--- src/design/gpio_regs.svh ---
// Purpose: offsets, field positions, reset values for the line output/interrupt block
// Assumes: registers are 32-bit words at byte offsets in configuration space
// Notes:   definitions only
`ifndef GPIO_REGS_SVH
`define GPIO_REGS_SVH

// register offsets
`define OFS_UPPER_LINE_OUTPUT_LATCH 12'h648
`define OFS_LINE_INTERRUPT_POLARITY 12'h64c
`define OFS_LINE_INTERRUPT_STATUS   12'h650
`define OFS_LINE_INTERRUPT_MASK     12'h654

// reset values
`define RST_UPPER_LINE_OUTPUT_LATCH 16'h0000
`define RST_LINE_INTERRUPT_POLARITY 32'h00000000
`define RST_LINE_INTERRUPT_STATUS   32'h55555554
`define RST_LINE_INTERRUPT_MASK     32'h00000000

// field layout
`define LINE_COUNT                  32
`define HALF_LINES                  16
`define UPPER_LATCH_MSB             15
`define UPPER_LINE_BASE             16

`endif

--- src/design/gpio_pkg.sv ---
// Purpose: shared types for the line output/interrupt block
// Assumes: 12-bit configuration offsets, 32-bit data
// Notes:   constants live in gpio_regs.svh
package gpio_pkg;

  typedef logic [11:0] reg_addr_t;
  typedef logic [31:0] word_t;
  typedef logic [15:0] half_t;

  // one register access request, at most one of wr / rd per cycle
  typedef struct packed {
    reg_addr_t addr;
    logic      wr;
    logic      rd;
    word_t     wdata;
  } reg_req_s;

  // pin group: level driven and enable per line
  typedef struct packed {
    word_t level;
    word_t enable;
  } pin_drive_s;

endpackage : gpio_pkg

--- src/design/line_status.sv ---
// Purpose: per-line interrupt status with programmable polarity
// Assumes: pin levels synchronous to clock
// Notes:   status is computed, never loaded by software
`timescale 1ns/1ps
`include "gpio_regs.svh"
`default_nettype none
module line_status
  import gpio_pkg::*;
(
  input  wire logic  clock,
  input  wire logic  nrst,
  input  wire word_t pin_level,
  input  wire word_t polarity,
  output logic       any_active_unused_guard,
  output word_t      status
);

  word_t next_status;

  // active when the level equals the selected polarity: 0 = active low, 1 = active high
  always_comb begin
    next_status = ~(pin_level ^ polarity);
  end

  // reset value reflects the default line state until the first sample
  always_ff @(posedge clock or negedge nrst) begin
    if (!nrst) begin
      status <= `RST_LINE_INTERRUPT_STATUS;
    end else begin
      status <= next_status;
    end
  end

  // spare reduction for the parent, kept so the port is always driven
  assign any_active_unused_guard = |status;

endmodule : line_status
`default_nettype wire

--- src/design/gpio_output_and_interrupt.sv ---
// Purpose: upper-half output latch, pin drive for all lines, line interrupt logic
// Assumes: one clock, synchronous pins, simple configuration register port
// Notes:   direction words and the lower-half output word come from elsewhere
`timescale 1ns/1ps
`include "gpio_regs.svh"
`default_nettype none
module gpio_output_and_interrupt
  import gpio_pkg::*;
(
  input  wire logic     clock,
  input  wire logic     nrst,
  input  wire reg_req_s reg_req,
  output word_t         reg_rdata,
  input  wire word_t    dir_lower_word,
  input  wire word_t    dir_upper_word,
  input  wire half_t    lower_output_word,
  input  wire word_t    pin_in,
  output word_t         pin_out,
  output word_t         pin_oe,
  output half_t         input_data_lower,
  output half_t         input_data_upper,
  output logic          irq_request
);

  ////////////////////////////////////////////////////////////////////////////////
  // helpers

  // direction words hold one enable per line at the odd bit positions
  function automatic half_t odd_bits(input word_t word);
    half_t res;
    res = 16'h0000;
    for (int k = 0; k < `HALF_LINES; k++) begin
      res[k] = word[2 * k + 1];
    end
    return res;
  endfunction : odd_bits

  // decode of one register offset against a write or read request
  function automatic logic hit(input reg_addr_t addr, input reg_addr_t ofs);
    return addr == ofs;
  endfunction : hit

  ////////////////////////////////////////////////////////////////////////////////
  // software-written registers

  half_t upper_latch;
  word_t polarity;
  word_t mask;
  half_t next_upper_latch;
  word_t next_polarity;
  word_t next_mask;

  // writes land at the end of the request cycle; status is not writable
  always_comb begin
    next_upper_latch = upper_latch;
    next_polarity    = polarity;
    next_mask        = mask;
    if (reg_req.wr) begin
      if (hit(reg_req.addr, `OFS_UPPER_LINE_OUTPUT_LATCH)) begin
        next_upper_latch = reg_req.wdata[`UPPER_LATCH_MSB:0];
      end
      if (hit(reg_req.addr, `OFS_LINE_INTERRUPT_POLARITY)) begin
        next_polarity = reg_req.wdata;
      end
      if (hit(reg_req.addr, `OFS_LINE_INTERRUPT_MASK)) begin
        next_mask = reg_req.wdata;
      end
    end
  end

  // reserved upper latch bits are not stored, so they preserve zero
  always_ff @(posedge clock or negedge nrst) begin
    if (!nrst) begin
      upper_latch <= `RST_UPPER_LINE_OUTPUT_LATCH;
      polarity    <= `RST_LINE_INTERRUPT_POLARITY;
      mask        <= `RST_LINE_INTERRUPT_MASK;
    end else begin
      upper_latch <= next_upper_latch;
      polarity    <= next_polarity;
      mask        <= next_mask;
    end
  end

  ////////////////////////////////////////////////////////////////////////////////
  // pin drive

  half_t dir_lower;
  half_t dir_upper;
  word_t next_pin_out;
  word_t next_pin_oe;

  assign dir_lower = odd_bits(dir_lower_word);
  assign dir_upper = odd_bits(dir_upper_word);

  // a stored bit has no effect on a pin configured as input
  always_comb begin
    next_pin_oe  = {dir_upper, dir_lower};
    next_pin_out = {upper_latch & dir_upper, lower_output_word & dir_lower};
  end

  // registered so the pins change cleanly one cycle after a write
  always_ff @(posedge clock or negedge nrst) begin
    if (!nrst) begin
      pin_out <= 32'h00000000;
      pin_oe  <= 32'h00000000;
    end else begin
      pin_out <= next_pin_out;
      pin_oe  <= next_pin_oe;
    end
  end

  ////////////////////////////////////////////////////////////////////////////////
  // input data view

  half_t next_in_lower;
  half_t next_in_upper;

  // output lines read zero; input lines read the sampled pin
  always_comb begin
    next_in_lower = pin_in[`HALF_LINES-1:0] & ~dir_lower;
    next_in_upper = pin_in[`LINE_COUNT-1:`UPPER_LINE_BASE] & ~dir_upper;
  end

  always_ff @(posedge clock or negedge nrst) begin
    if (!nrst) begin
      input_data_lower <= 16'h0000;
      input_data_upper <= 16'h0000;
    end else begin
      input_data_lower <= next_in_lower;
      input_data_upper <= next_in_upper;
    end
  end

  ////////////////////////////////////////////////////////////////////////////////
  // interrupt status and request

  word_t status;

  // status watches every line whatever its direction, so outputs can loop back
  line_status u_line_status (
    .clock                   (clock),
    .nrst                    (nrst),
    .pin_level               (pin_in),
    .polarity                (polarity),
    .any_active_unused_guard (),
    .status                  (status)
  );

  logic next_irq;

  // one combined request, registered to keep the output glitch free
  always_comb begin
    next_irq = |(status & ~mask);
  end

  always_ff @(posedge clock or negedge nrst) begin
    if (!nrst) begin
      irq_request <= 1'b0;
    end else begin
      irq_request <= next_irq;
    end
  end

  ////////////////////////////////////////////////////////////////////////////////
  // register read

  word_t next_rdata;

  // read data appears one cycle after rd; unmapped offsets read zero
  always_comb begin
    next_rdata = reg_rdata;
    if (reg_req.rd) begin
      unique case (1'b1)
        hit(reg_req.addr, `OFS_UPPER_LINE_OUTPUT_LATCH): next_rdata = {16'h0000, upper_latch};
        hit(reg_req.addr, `OFS_LINE_INTERRUPT_POLARITY): next_rdata = polarity;
        hit(reg_req.addr, `OFS_LINE_INTERRUPT_STATUS):   next_rdata = status;
        hit(reg_req.addr, `OFS_LINE_INTERRUPT_MASK):     next_rdata = mask;
        default:                                         next_rdata = 32'h00000000;
      endcase
    end
  end

  always_ff @(posedge clock or negedge nrst) begin
    if (!nrst) begin
      reg_rdata <= 32'h00000000;
    end else begin
      reg_rdata <= next_rdata;
    end
  end

endmodule : gpio_output_and_interrupt
`default_nettype wire

--- config.mk ---
export PLATFORM = sky130hd
export DESIGN_NAME = gpio_output_and_interrupt
export DESIGN_NICKNAME = d
export VERILOG_FILES = /design/src/design/gpio_pkg.sv /design/src/design/line_status.sv /design/src/design/gpio_output_and_interrupt.sv
export VERILOG_INCLUDE_DIRS = /design/src /design/src/design
export SDC_FILE = /design/constraint.sdc
export NUM_CORES = 1
export LEC_CHECK = 0
export ABC_AREA = 1
export BUFFER_PORTS_ARGS = -buffer_cell sky130_fd_sc_hd__buf_4
export CAP_MARGIN = 20
export CORE_UTILIZATION = 50
export CTS_CLUSTER_DIAMETER = 80
export CTS_CLUSTER_SIZE = 16
export DETAILED_ROUTE_END_ITERATION = 12
export GPL_ROUTABILITY_DRIVEN = 0
export MAX_ROUTING_LAYER = met4
export PLACE_DENSITY = 0.89
export SKIP_LAST_GASP = 1
export SLEW_MARGIN = 10
export SYNTH_ARGS = -nofsm -noshare
export SYNTH_HDL_FRONTEND = slang
export SYNTH_HIERARCHICAL = 1
export SYNTH_SLANG_ARGS = --single-unit
--- constraint.sdc ---
create_clock -name clock -period 1.88 [get_ports clock]
set_input_delay 0.282 -clock clock [delete_from_list [all_inputs] [get_ports clock]]
set_output_delay 0.282 -clock clock [all_outputs]
set_load 0.03 [all_outputs]
==> impl_metrics.sql, run 1 <==
INSERT INTO impl_metrics (metric_group, metric, value, unit) VALUES
('clock_tree', 'clock_path_buffers', '3', ''),
('floorplan', 'die_y', '141', 'um'),
('final_layout', 'antennaDiodeCount', '0', ''),
('worst_setup_path', 'maximum_fanout_along_the_worst_path', '1', ''),
('worst_setup_path', 'crit_path_end_kind', 'primary output', ''),
('sta', 'final_setup_violations', '0', ''),
('global_route', 'gr-total-overflow', '0', ''),
('worst_setup_path', 'crit_path_cell_trace', 'buf_4', ''),
('final_layout', 'most_common_library_cell_in_the_layout_ignoring_fill_and_taps', 'sky130_fd_sc_hd__buf_4', ''),
('worst_setup_path', 'worst-endpoint-required', '1600', 'ps'),
('global_route', 'global_route.usage.total', '0.297', ''),
('synth', 'syn-mean-instance-area', '9.31', 'um^2'),
('clock_tree', 'insertion_delay', '500', 'ps'),
('clock_tree', 'postCtsSetupBuffers', '0', ''),
('worst_setup_path', 'cp.arrival', '1080', 'ps'),
('drt', 'routed_wl', '28000', 'um'),
('sta', 'max_slew.worst_pin.slew', '534', 'ps'),
('power', 'power.density', '763', 'mW/mm^2'),
('placement', 'portBuffers', '256', ''),
('final_layout', 'mostFrequentLayoutCells', 'sky130_fd_sc_hd__buf_4, sky130_fd_sc_hd__nand2_1, sky130_fd_sc_hd__dfrtp_1, sky130_fd_sc_hd__inv_1, sky130_fd_sc_hd__nand3_1', ''),
('sta', 'achievable-frequency', '733', 'MHz'),
('final_layout', 'fill_cells', '1322', ''),
('drt', 'vias', '8317', ''),
('drt', 'vias_per_cell', '5.03', ''),
('floorplan', 'core_area', '0.0188', 'mm^2'),
('clock_tree', 'cts.reportedPaths.clkPinSlew', '70', 'ps'),
('global_route', 'grt_start_max_net_pins', '65', ''),
('drt', 'drt_iter0_drc', '543', ''),
('sta', 'final.period_utilization', '0.725', ''),
('synth', 'synth.net_count', '1199', ''),
('synth', 'synth.yosys.warnings', '6', ''),
('worst_setup_path', 'critPathBufInv', '1', ''),
('clock_tree', 'cts_tree', 'yes', ''),
('floorplan', 'design.portCount', '289', ''),
('synth', 'syn_area', '0.00967', 'mm^2'),
('sta', 'rsz0062_at_grt', 'false', ''),
('final_layout', 'seq_area', '0.00605', 'mm^2'),
('sta', 'slew_violations', '0', ''),
('clock_tree', 'clock_sinks', '241', ''),
('worst_setup_path', 'standard_cell_with_the_maximum_stage_delay_on_the_critical_path', 'sky130_fd_sc_hd__dfrtp_1', ''),
('global_route', 'antenna_found_initial', '0', ''),
('job', 'drv.max_cap_violation_count', '0', ''),
('worst_setup_path', 'critical_path.startpoint_type', 'flop', ''),
('floorplan', 'design.die.area', '0.0199', 'mm^2'),
('worst_setup_path', 'worst-setup-path-type', 'flop to primary output', ''),
('final_layout', 'total_area_of_multi_input_combinational_cells', '0.00279', 'mm^2'),
('global_route', 'first_global_vias', '8668', ''),
('drt', 'final_antenna_net_count', '0', ''),
('clock_tree', 'clk_root_buffer_cell', 'sky130_fd_sc_hd__clkbuf_16', ''),
('drt', 'drc_errors', '0', ''),
('sta', 'layout_min_cycle_time', '1360', 'ps'),
('clock_tree', 'htreeDepth', '1', ''),
('floorplan', 'start_util', '0.513', ''),
('sta', 'hold_slack', '42.4', 'ps'),
('placement', 'post-dp-hpwl', '17600', 'um'),
('floorplan', 'num_rows', '50', ''),
('drt', 'drt_pre_antenna_iters', '5', ''),
('power', 'static-leakage-power', '7.24', 'nW'),
('worst_setup_path', 'critical_path.top_delay_family', 'flip-flops', ''),
('sta', 'finalHoldViolations', '0', ''),
('sta', 'worst_slew_margin_rel', '0.644', ''),
('min_path', 'path_category_of_the_worst_min_delay_check', 'input port to flop', ''),
('worst_setup_path', 'critical-path-max-stage-delay', '400', 'ps'),
('sta', 'totalNegativeSetupSlack', '0', 'ps'),
('drt', 'wire_per_inst', '16.9', 'um'),
('global_route', 'grt_first_pass_wirelength', '44100', 'um'),
('sta', 'skew', '26.1', 'ps'),
('run_status', 'run_status', 'completed', ''),
('power', 'irDropWorstVdd', '0.000647', 'V'),
('final_layout', 'area_growth_syn_to_layout', '38.5', '%'),
('final_layout', 'final_layout_size_suffix_gt1_frac', '0.242', ''),
('floorplan', 'width_of_the_chip', '141', 'um'),
('placement', 'dpl.cell_count', '1542', ''),
('clock_tree', 'numCtsBuffers', '19', ''),
('synth', 'syn_inst', '1039', ''),
('final_layout', 'layoutNonFillerInstCount', '1654', ''),
('final_layout', 'total_nets_final', '1544', '');
-- final timing paths --
check	end	start	depth (start not counted)	slack (ps)
setup / recovery	input_data_upper[2]	input_data_upper[2]$_DFF_PN0_	1	520
hold / removal	polarity[30]$_DFFE_PN0P_	reg_req[30]	3	40
setup reg to reg	irq_request$_DFF_PN0_	u_line_status/status[6]$_DFF_PN1_	6	790
hold reg to reg	u_line_status/status[20]$_DFF_PN1_	polarity[20]$_DFFE_PN0P_	1	460
max in group asynchronous	u_line_status/status[22]$_DFF_PN1_	nrst	3	870
min in group asynchronous	pin_out[30]$_DFF_PN0_	nrst	2	330
-- where the power goes --
group / switching, mW / total (mW) / internal (mW) / leakage, nW
clock network: 1.81 / 3.72 / 1.90 / 0.254
registers: 0.0576 / 5.38 / 5.32 / 3.14
logic: 0.616 / 1.11 / 0.498 / 3.84
total: 2.49 / 10.2 / 7.73 / 7.24
-- layer usage --
metal / share of wire / global-route usage
met5: 0 / -
met4: 0.038 / 0.113
met3: 0.075 / 0.0503
met2: 0.51 / 0.516
met1: 0.38 / 0.345
-- flip-flops by register name, summed over array words and instances (netlist names) --
name                  flops
pin_out                  32
reg_rdata                32
mask                     32
input_data_upper         16
polarity                 32
irq_request               1
u_line_status/status     32
upper_latch              16
pin_oe                   32
input_data_lower         16
-- final cells by class --
class	instances	share of cell area
sequential	241	0.452
multi-input combinational	587	0.208
inverter	172	0.0482
tap	260	0.0243
clock buffer	30	0.0386
timing repair buffer	363	0.228
clock inverter	1	0.00121
-- metrics by stage --
stage | power, mW | instance area [um^2] | setup slack [ps] | utilization
3_3_place_gp | 6.40 | 12000 | 291 | 0.640
3_5_place_dp | 6.43 | 12000 | 241 | 0.640
2_1_floorplan | 5.83 | 9670 | 568 | -
5_1_grt | 10.6 | 13400 | 483 | 0.711
6_report | 10.2 | 13400 | 516 | 0.711
4_1_cts | 10.2 | 13400 | 506 | 0.711
-- timing repair --
item / 4_1_cts / 5_1_grt
gates resized for setup: 0 / 0
hold buffers: 81 / 0
hold endpoints to repair: 170 / 0
Power figures use the tool's default switching activity.
==> inputs of run 2 (changes only) <==
Settings changed: CORE_UTILIZATION 50 to 47, PLACE_DENSITY 0.89 to 0.87.
Clock period 1.88 ns to 1.2 ns, I/O delays scaled along.
==> impl_metrics.sql, run 2 (synthesis results as in run 1) <==
INSERT INTO impl_metrics (metric_group, metric, value, unit) VALUES
('floorplan', 'die_y', '145', 'um'),
('floorplan', 'width_of_the_chip', '145', 'um'),
('sta', 'final_setup_violations', '35', ''),
('drt', 'wire_per_inst', '16.6', 'um'),
('final_layout', 'design_area', '0.0146', 'mm^2'),
('global_route', 'global_route.usage.total', '0.278', ''),
('final_layout', 'utilization', '0.722', ''),
('min_path', 'path_category_of_the_worst_min_delay_check', 'input port to flop', ''),
('clock_tree', 'cts_tree', 'yes', ''),
('sta', 'timing.final.ws_setup', '-48.3', 'ps'),
('clock_tree', 'cts.reportedPaths.clkPinSlew', '70', 'ps'),
('global_route', 'grt_start_max_net_pins', '49', ''),
('worst_setup_path', 'critical_path.startpoint_type', 'flop', ''),
('worst_setup_path', 'cp.arrival', '1070', 'ps'),
('clock_tree', 'clock_path_buffers', '3', ''),
('sta', 'layout_min_cycle_time', '1250', 'ps'),
('power', 'irDropWorstVdd', '0.00136', 'V'),
('sta', 'skew', '15.8', 'ps'),
('sta', 'slew_violations', '0', ''),
('global_route', 'antenna_found_initial', '0', ''),
('global_route', 'gr-total-overflow', '0', ''),
('drt', 'routed_wl', '28700', 'um'),
('drt', 'drc_errors', '0', ''),
('drt', 'vias', '8559', ''),
('run_status', 'failed_checks', 'negative setup slack', ''),
('clock_tree', 'clk_root_buffer_cell', 'sky130_fd_sc_hd__clkbuf_16', ''),
('final_layout', 'mostFrequentLayoutCells', 'sky130_fd_sc_hd__nand2_1, sky130_fd_sc_hd__dfrtp_1, sky130_fd_sc_hd__buf_4, sky130_fd_sc_hd__inv_1, sky130_fd_sc_hd__nand3_1', ''),
('worst_setup_path', 'worst-endpoint-required', '1020', 'ps'),
('final_layout', 'area_growth_syn_to_layout', '50.7', '%'),
('sta', 'achievable-frequency', '801', 'MHz'),
('final_layout', 'most_common_library_cell_in_the_layout_ignoring_fill_and_taps', 'sky130_fd_sc_hd__nand2_1', ''),
('sta', 'finalHoldViolations', '0', ''),
('sta', 'final.period_utilization', '1.04', ''),
('sta', 'hold_slack', '52.2', 'ps'),
('floorplan', 'core_area', '0.0202', 'mm^2'),
('sta', 'worst_slew_margin_rel', '0.766', ''),
('clock_tree', 'clock_sinks', '241', ''),
('worst_setup_path', 'worst-setup-path-type', 'flop to primary output', ''),
('job', 'drv.max_cap_violation_count', '0', ''),
('clock_tree', 'htreeDepth', '1', ''),
('global_route', 'grt_first_pass_wirelength', '44900', 'um'),
('final_layout', 'final_layout_size_suffix_gt1_frac', '0.258', ''),
('worst_setup_path', 'standard_cell_with_the_maximum_stage_delay_on_the_critical_path', 'sky130_fd_sc_hd__dfrtp_1', ''),
('floorplan', 'design.die.area', '0.0211', 'mm^2'),
('drt', 'drt_iter0_drc', '570', ''),
('drt', 'vias_per_cell', '4.94', ''),
('drt', 'drt_pre_antenna_iters', '5', ''),
('placement', 'placed_area', '0.0123', 'mm^2'),
('sta', 'max_slew.worst_pin.slew', '352', 'ps'),
('worst_setup_path', 'maximum_fanout_along_the_worst_path', '2', ''),
('power', 'total_power', '16.2', 'mW'),
('worst_setup_path', 'crit_path_cell_trace', 'buf_6', ''),
('global_route', 'first_global_vias', '8737', ''),
('power', 'static-leakage-power', '7.72', 'nW'),
('worst_setup_path', 'critical_path.top_delay_family', 'flip-flops', ''),
('final_layout', 'total_nets_final', '1610', ''),
('floorplan', 'start_util', '0.479', ''),
('placement', 'post-dp-hpwl', '18100', 'um'),
('run_status', 'run_status', 'finished with violations', ''),
('drt', 'final_antenna_net_count', '0', ''),
('worst_setup_path', 'critPathBufInv', '1', ''),
('worst_setup_path', 'critical-path-max-stage-delay', '420', 'ps'),
('floorplan', 'design.portCount', '289', ''),
('clock_tree', 'insertion_delay', '480', 'ps'),
('worst_setup_path', 'crit_path_end_kind', 'primary output', ''),
('clock_tree', 'numCtsBuffers', '19', ''),
('placement', 'portBuffers', '256', ''),
('final_layout', 'antennaDiodeCount', '0', ''),
('sta', 'rsz0062_at_grt', 'true', ''),
('floorplan', 'num_rows', '52', ''),
('power', 'power.density', '1110', 'mW/mm^2');
run 2: metrics by stage:
| step | setup slack, ps | std cells | setup TNS (ps) |
|---|---|---|---|
| 2_1_floorplan | 0.0283 | 1039 | 0 |
| 3_3_place_gp | -152 | 1563 | -13130 |
| 3_5_place_dp | -199 | 1563 | -16970 |
| 4_1_cts | -61.5 | 1719 | -1200 |
| 5_1_grt | -68.2 | 1731 | -2890 |
| 6_report | -48.3 | 1731 | -494 |
run 2: metal layers:
layer | track usage | share of wire | routed length, um | up-vias
li1 | - | - | - | 4018
met3 | 0.0458 | 0.062 | 1790 | 62
met2 | 0.494 | 0.52 | 15000 | 359
met4 | 0.0821 | 0.031 | 877 | 0
met5 | - | 0 | 0 | -
met1 | 0.323 | 0.38 | 11000 | 4120
run 2: area by class of cell:
class / instances / area (um^2)
Clock buffer: 31 / 520
Clock inverter: 1 / 16.3
Multi-Input combinational cell: 587 / 2810
Fill cell: 1304 / 5600
Tap cell: 270 / 338
Sequential cell: 241 / 6050
Timing Repair Buffer: 429 / 4190
Inverter: 172 / 651
run 2: final timing paths:
check                                             startpoint                                end  slack [ps]  cells past startpoint
min in group asynchronous                               nrst      input_data_upper[3]$_DFF_PN0_         180                      2
max in group asynchronous                               nrst  u_line_status/status[6]$_DFF_PN1_         420                      3
max                                reg_rdata[12]$_DFFE_PN0P_                      reg_rdata[12]         -50                      1
max reg2reg                u_line_status/status[2]$_DFF_PN1_              irq_request$_DFF_PN0_          80                      6
min reg2reg                          polarity[8]$_DFFE_PN0P_  u_line_status/status[8]$_DFF_PN1_         460                      1
min                                               reg_req[1]            polarity[1]$_DFFE_PN0P_          50                      3
run 2: power by group:
group          total (mW)  switching (mW)  internal (mW)
logic                1.93           0.988          0.942
clock network        5.80            2.80           3.00
registers            8.46           0.118           8.34
run 2: what timing repair did:
action / CTS / global route
endpoints found under the setup margin: 126 / 126
hold endpoints to repair: 411 / 0
setup buffers: 13 / 12
resized for setup: 126 / 3
hold buffers: 111 / 0
pin swaps: 0 / 1
==> inputs of run 3 (changes only) <==
Settings changed: BUFFER_PORTS_ARGS -buffer_cell sky130_fd_sc_hd__buf_4 to unset, CORE_UTILIZATION 47 to 50, DONT_BUFFER_PORTS set to 1, PLACE_DENSITY 0.87 to 0.79.
==> impl_metrics.sql, run 3 (synthesis results as in run 1) <==
INSERT INTO impl_metrics (metric_group, metric, value, unit) VALUES
('run_status', 'run_status', 'finished with violations', ''),
('run_status', 'failed_checks', 'negative hold slack, negative setup slack', ''),
('power', 'static-leakage-power', '5.95', 'nW'),
('worst_setup_path', 'critical_path.startpoint_type', 'flop', ''),
('clock_tree', 'clk_root_buffer_cell', 'sky130_fd_sc_hd__clkbuf_16', ''),
('floorplan', 'die_y', '141', 'um'),
('sta', 'slew_violations', '0', ''),
('placement', 'dpl.cell_count', '1284', ''),
('final_layout', 'mostFrequentLayoutCells', 'sky130_fd_sc_hd__nand2_1, sky130_fd_sc_hd__inv_1, sky130_fd_sc_hd__nand3_1, sky130_fd_sc_hd__dfrtp_2, sky130_fd_sc_hd__dlygate4sd3_1', ''),
('placement', 'placed_area', '0.0102', 'mm^2'),
('worst_setup_path', 'worst-endpoint-required', '1020', 'ps'),
('drt', 'routed_wl', '23800', 'um'),
('final_layout', 'fill_cells', '1479', ''),
('sta', 'timing.final.ws_setup', '-27.7', 'ps'),
('worst_setup_path', 'maximum_fanout_along_the_worst_path', '2', ''),
('sta', 'rsz0062_at_grt', 'true', ''),
('clock_tree', 'numCtsBuffers', '19', ''),
('min_path', 'path_category_of_the_worst_min_delay_check', 'input port to asynchronous set/reset pin', ''),
('global_route', 'grt_start_max_net_pins', '242', ''),
('drt', 'final_antenna_net_count', '0', ''),
('clock_tree', 'insertion_delay', '490', 'ps'),
('clock_tree', 'cts_tree', 'yes', ''),
('clock_tree', 'htreeDepth', '1', ''),
('drt', 'drc_errors', '0', ''),
('floorplan', 'width_of_the_chip', '141', 'um'),
('global_route', 'antenna_found_initial', '0', ''),
('sta', 'layout_min_cycle_time', '1230', 'ps'),
('final_layout', 'design_area', '0.0120', 'mm^2'),
('global_route', 'gr-total-overflow', '0', ''),
('worst_setup_path', 'critPathBufInv', '1', ''),
('global_route', 'grt_first_pass_wirelength', '36900', 'um'),
('worst_setup_path', 'crit_path_end_kind', 'primary output', ''),
('worst_setup_path', 'worst-setup-path-type', 'flop to primary output', ''),
('global_route', 'global_route.usage.total', '0.247', ''),
('job', 'drv.max_cap_violation_count', '0', ''),
('placement', 'post-dp-hpwl', '15000', 'um'),
('final_layout', 'area_growth_syn_to_layout', '24.0', '%'),
('drt', 'vias_per_cell', '5.05', ''),
('power', 'irDropWorstVdd', '0.000993', 'V'),
('power', 'power.density', '1280', 'mW/mm^2'),
('sta', 'skew', '15.6', 'ps'),
('sta', 'finalHoldViolations', '241', ''),
('final_layout', 'most_common_library_cell_in_the_layout_ignoring_fill_and_taps', 'sky130_fd_sc_hd__nand2_1', ''),
('power', 'total_power', '15.3', 'mW'),
('final_layout', 'antennaDiodeCount', '0', ''),
('final_layout', 'layoutNonFillerInstCount', '1430', ''),
('floorplan', 'core_area', '0.0188', 'mm^2'),
('clock_tree', 'post_cts_hold_buffers', '113', ''),
('worst_setup_path', 'critical-path-max-stage-delay', '410', 'ps'),
('floorplan', 'num_rows', '50', ''),
('global_route', 'first_global_vias', '7133', ''),
('sta', 'hold_slack', '-613', 'ps'),
('drt', 'vias', '7215', ''),
('sta', 'final.period_utilization', '1.02', ''),
('final_layout', 'total_nets_final', '1318', ''),
('sta', 'max_slew.worst_pin.slew', '685', 'ps'),
('final_layout', 'final_layout_size_suffix_gt1_frac', '0.173', ''),
('sta', 'final_setup_violations', '1', ''),
('clock_tree', 'clock_path_buffers', '3', ''),
('floorplan', 'design.die.area', '0.0199', 'mm^2'),
('worst_setup_path', 'cp.arrival', '1050', 'ps'),
('worst_setup_path', 'crit_path_cell_trace', 'buf_6', ''),
('placement', 'place_ws', '-79.3', 'ps'),
('floorplan', 'start_util', '0.513', ''),
('drt', 'drt_iter0_drc', '467', ''),
('drt', 'drt_pre_antenna_iters', '5', ''),
('worst_setup_path', 'standard_cell_with_the_maximum_stage_delay_on_the_critical_path', 'sky130_fd_sc_hd__dfrtp_1', ''),
('sta', 'achievable-frequency', '815', 'MHz'),
('sta', 'worst_slew_margin_rel', '0.542', ''),
('floorplan', 'design.portCount', '289', ''),
('clock_tree', 'clock_sinks', '241', ''),
('worst_setup_path', 'critical_path.top_delay_family', 'flip-flops', ''),
('drt', 'wire_per_inst', '16.6', 'um'),
('clock_tree', 'cts.reportedPaths.clkPinSlew', '70', 'ps'),
('placement', 'portBuffers', '0', ''),
('clock_tree', 'postCtsSetupBuffers', '0', '');
==> run 3: cell type report <==
| class | count | area [um^2] | share of cell area |
|---|---|---|---|
| flip-flops and latches | 241 | 6200 | 0.517 |
| multi-input cells | 587 | 2810 | 0.234 |
| repair buffers | 137 | 1470 | 0.122 |
| well taps | 260 | 325 | 0.0271 |
| inverters | 172 | 651 | 0.0543 |
| clock buffers | 31 | 520 | 0.0434 |
| clock inverters | 2 | 25.0 | 0.00209 |
==> run 3: stage by stage <==
step,utilization,hold slack (ps),TNS [ps]
2_1_floorplan,-,-116,0
3_3_place_gp,0.540,-110,-1570
3_5_place_dp,0.540,-111,-3270
4_1_cts,0.632,-635,-65.1
5_1_grt,0.637,-647,-67.3
6_report,0.637,-613,-27.7
==> run 3: where the power goes <==
part | internal [mW] | switching (mW) | total (mW)
Clock | 3.01 | 2.82 | 5.83
Sequential | 8.37 | 0.391 | 8.76
Combinational | 0.385 | 0.373 | 0.758
==> run 3: what timing repair did <==
action | in CTS | in global routing
setup endpoints to repair | 49 | 71
gates cloned | 0 | 0
gates resized for setup | 49 | 70
hold endpoints to repair | 465 | 241
==> run 3: final timing paths <==
kind / start / endpoint / slack, ps / depth (start not counted)
max in group asynchronous: nrst / u_line_status/status[26]$_DFF_PN1_ / 1400 / 0
max: reg_rdata[13]$_DFFE_PN0P_ / reg_rdata[13] / -30 / 1
min reg2reg: polarity[8]$_DFFE_PN0P_ / u_line_status/status[8]$_DFF_PN1_ / 460 / 1
min: nrst / pin_oe[1]$_DFF_PN0_ / -610 / 0
max reg2reg: u_line_status/status[30]$_DFF_PN1_ / irq_request$_DFF_PN0_ / 90 / 6
min in group clock: reg_req[32] / reg_rdata[0]$_DFFE_PN0P_ / 30 / 3
==> run 3: layer usage <==
layer	global-route usage	part of all wire	wire [um]
met4	0.0584	0.020	482
met1	0.304	0.41	9810
met5	-	0	0
met2	0.425	0.51	12100
met3	0.0411	0.059	1400
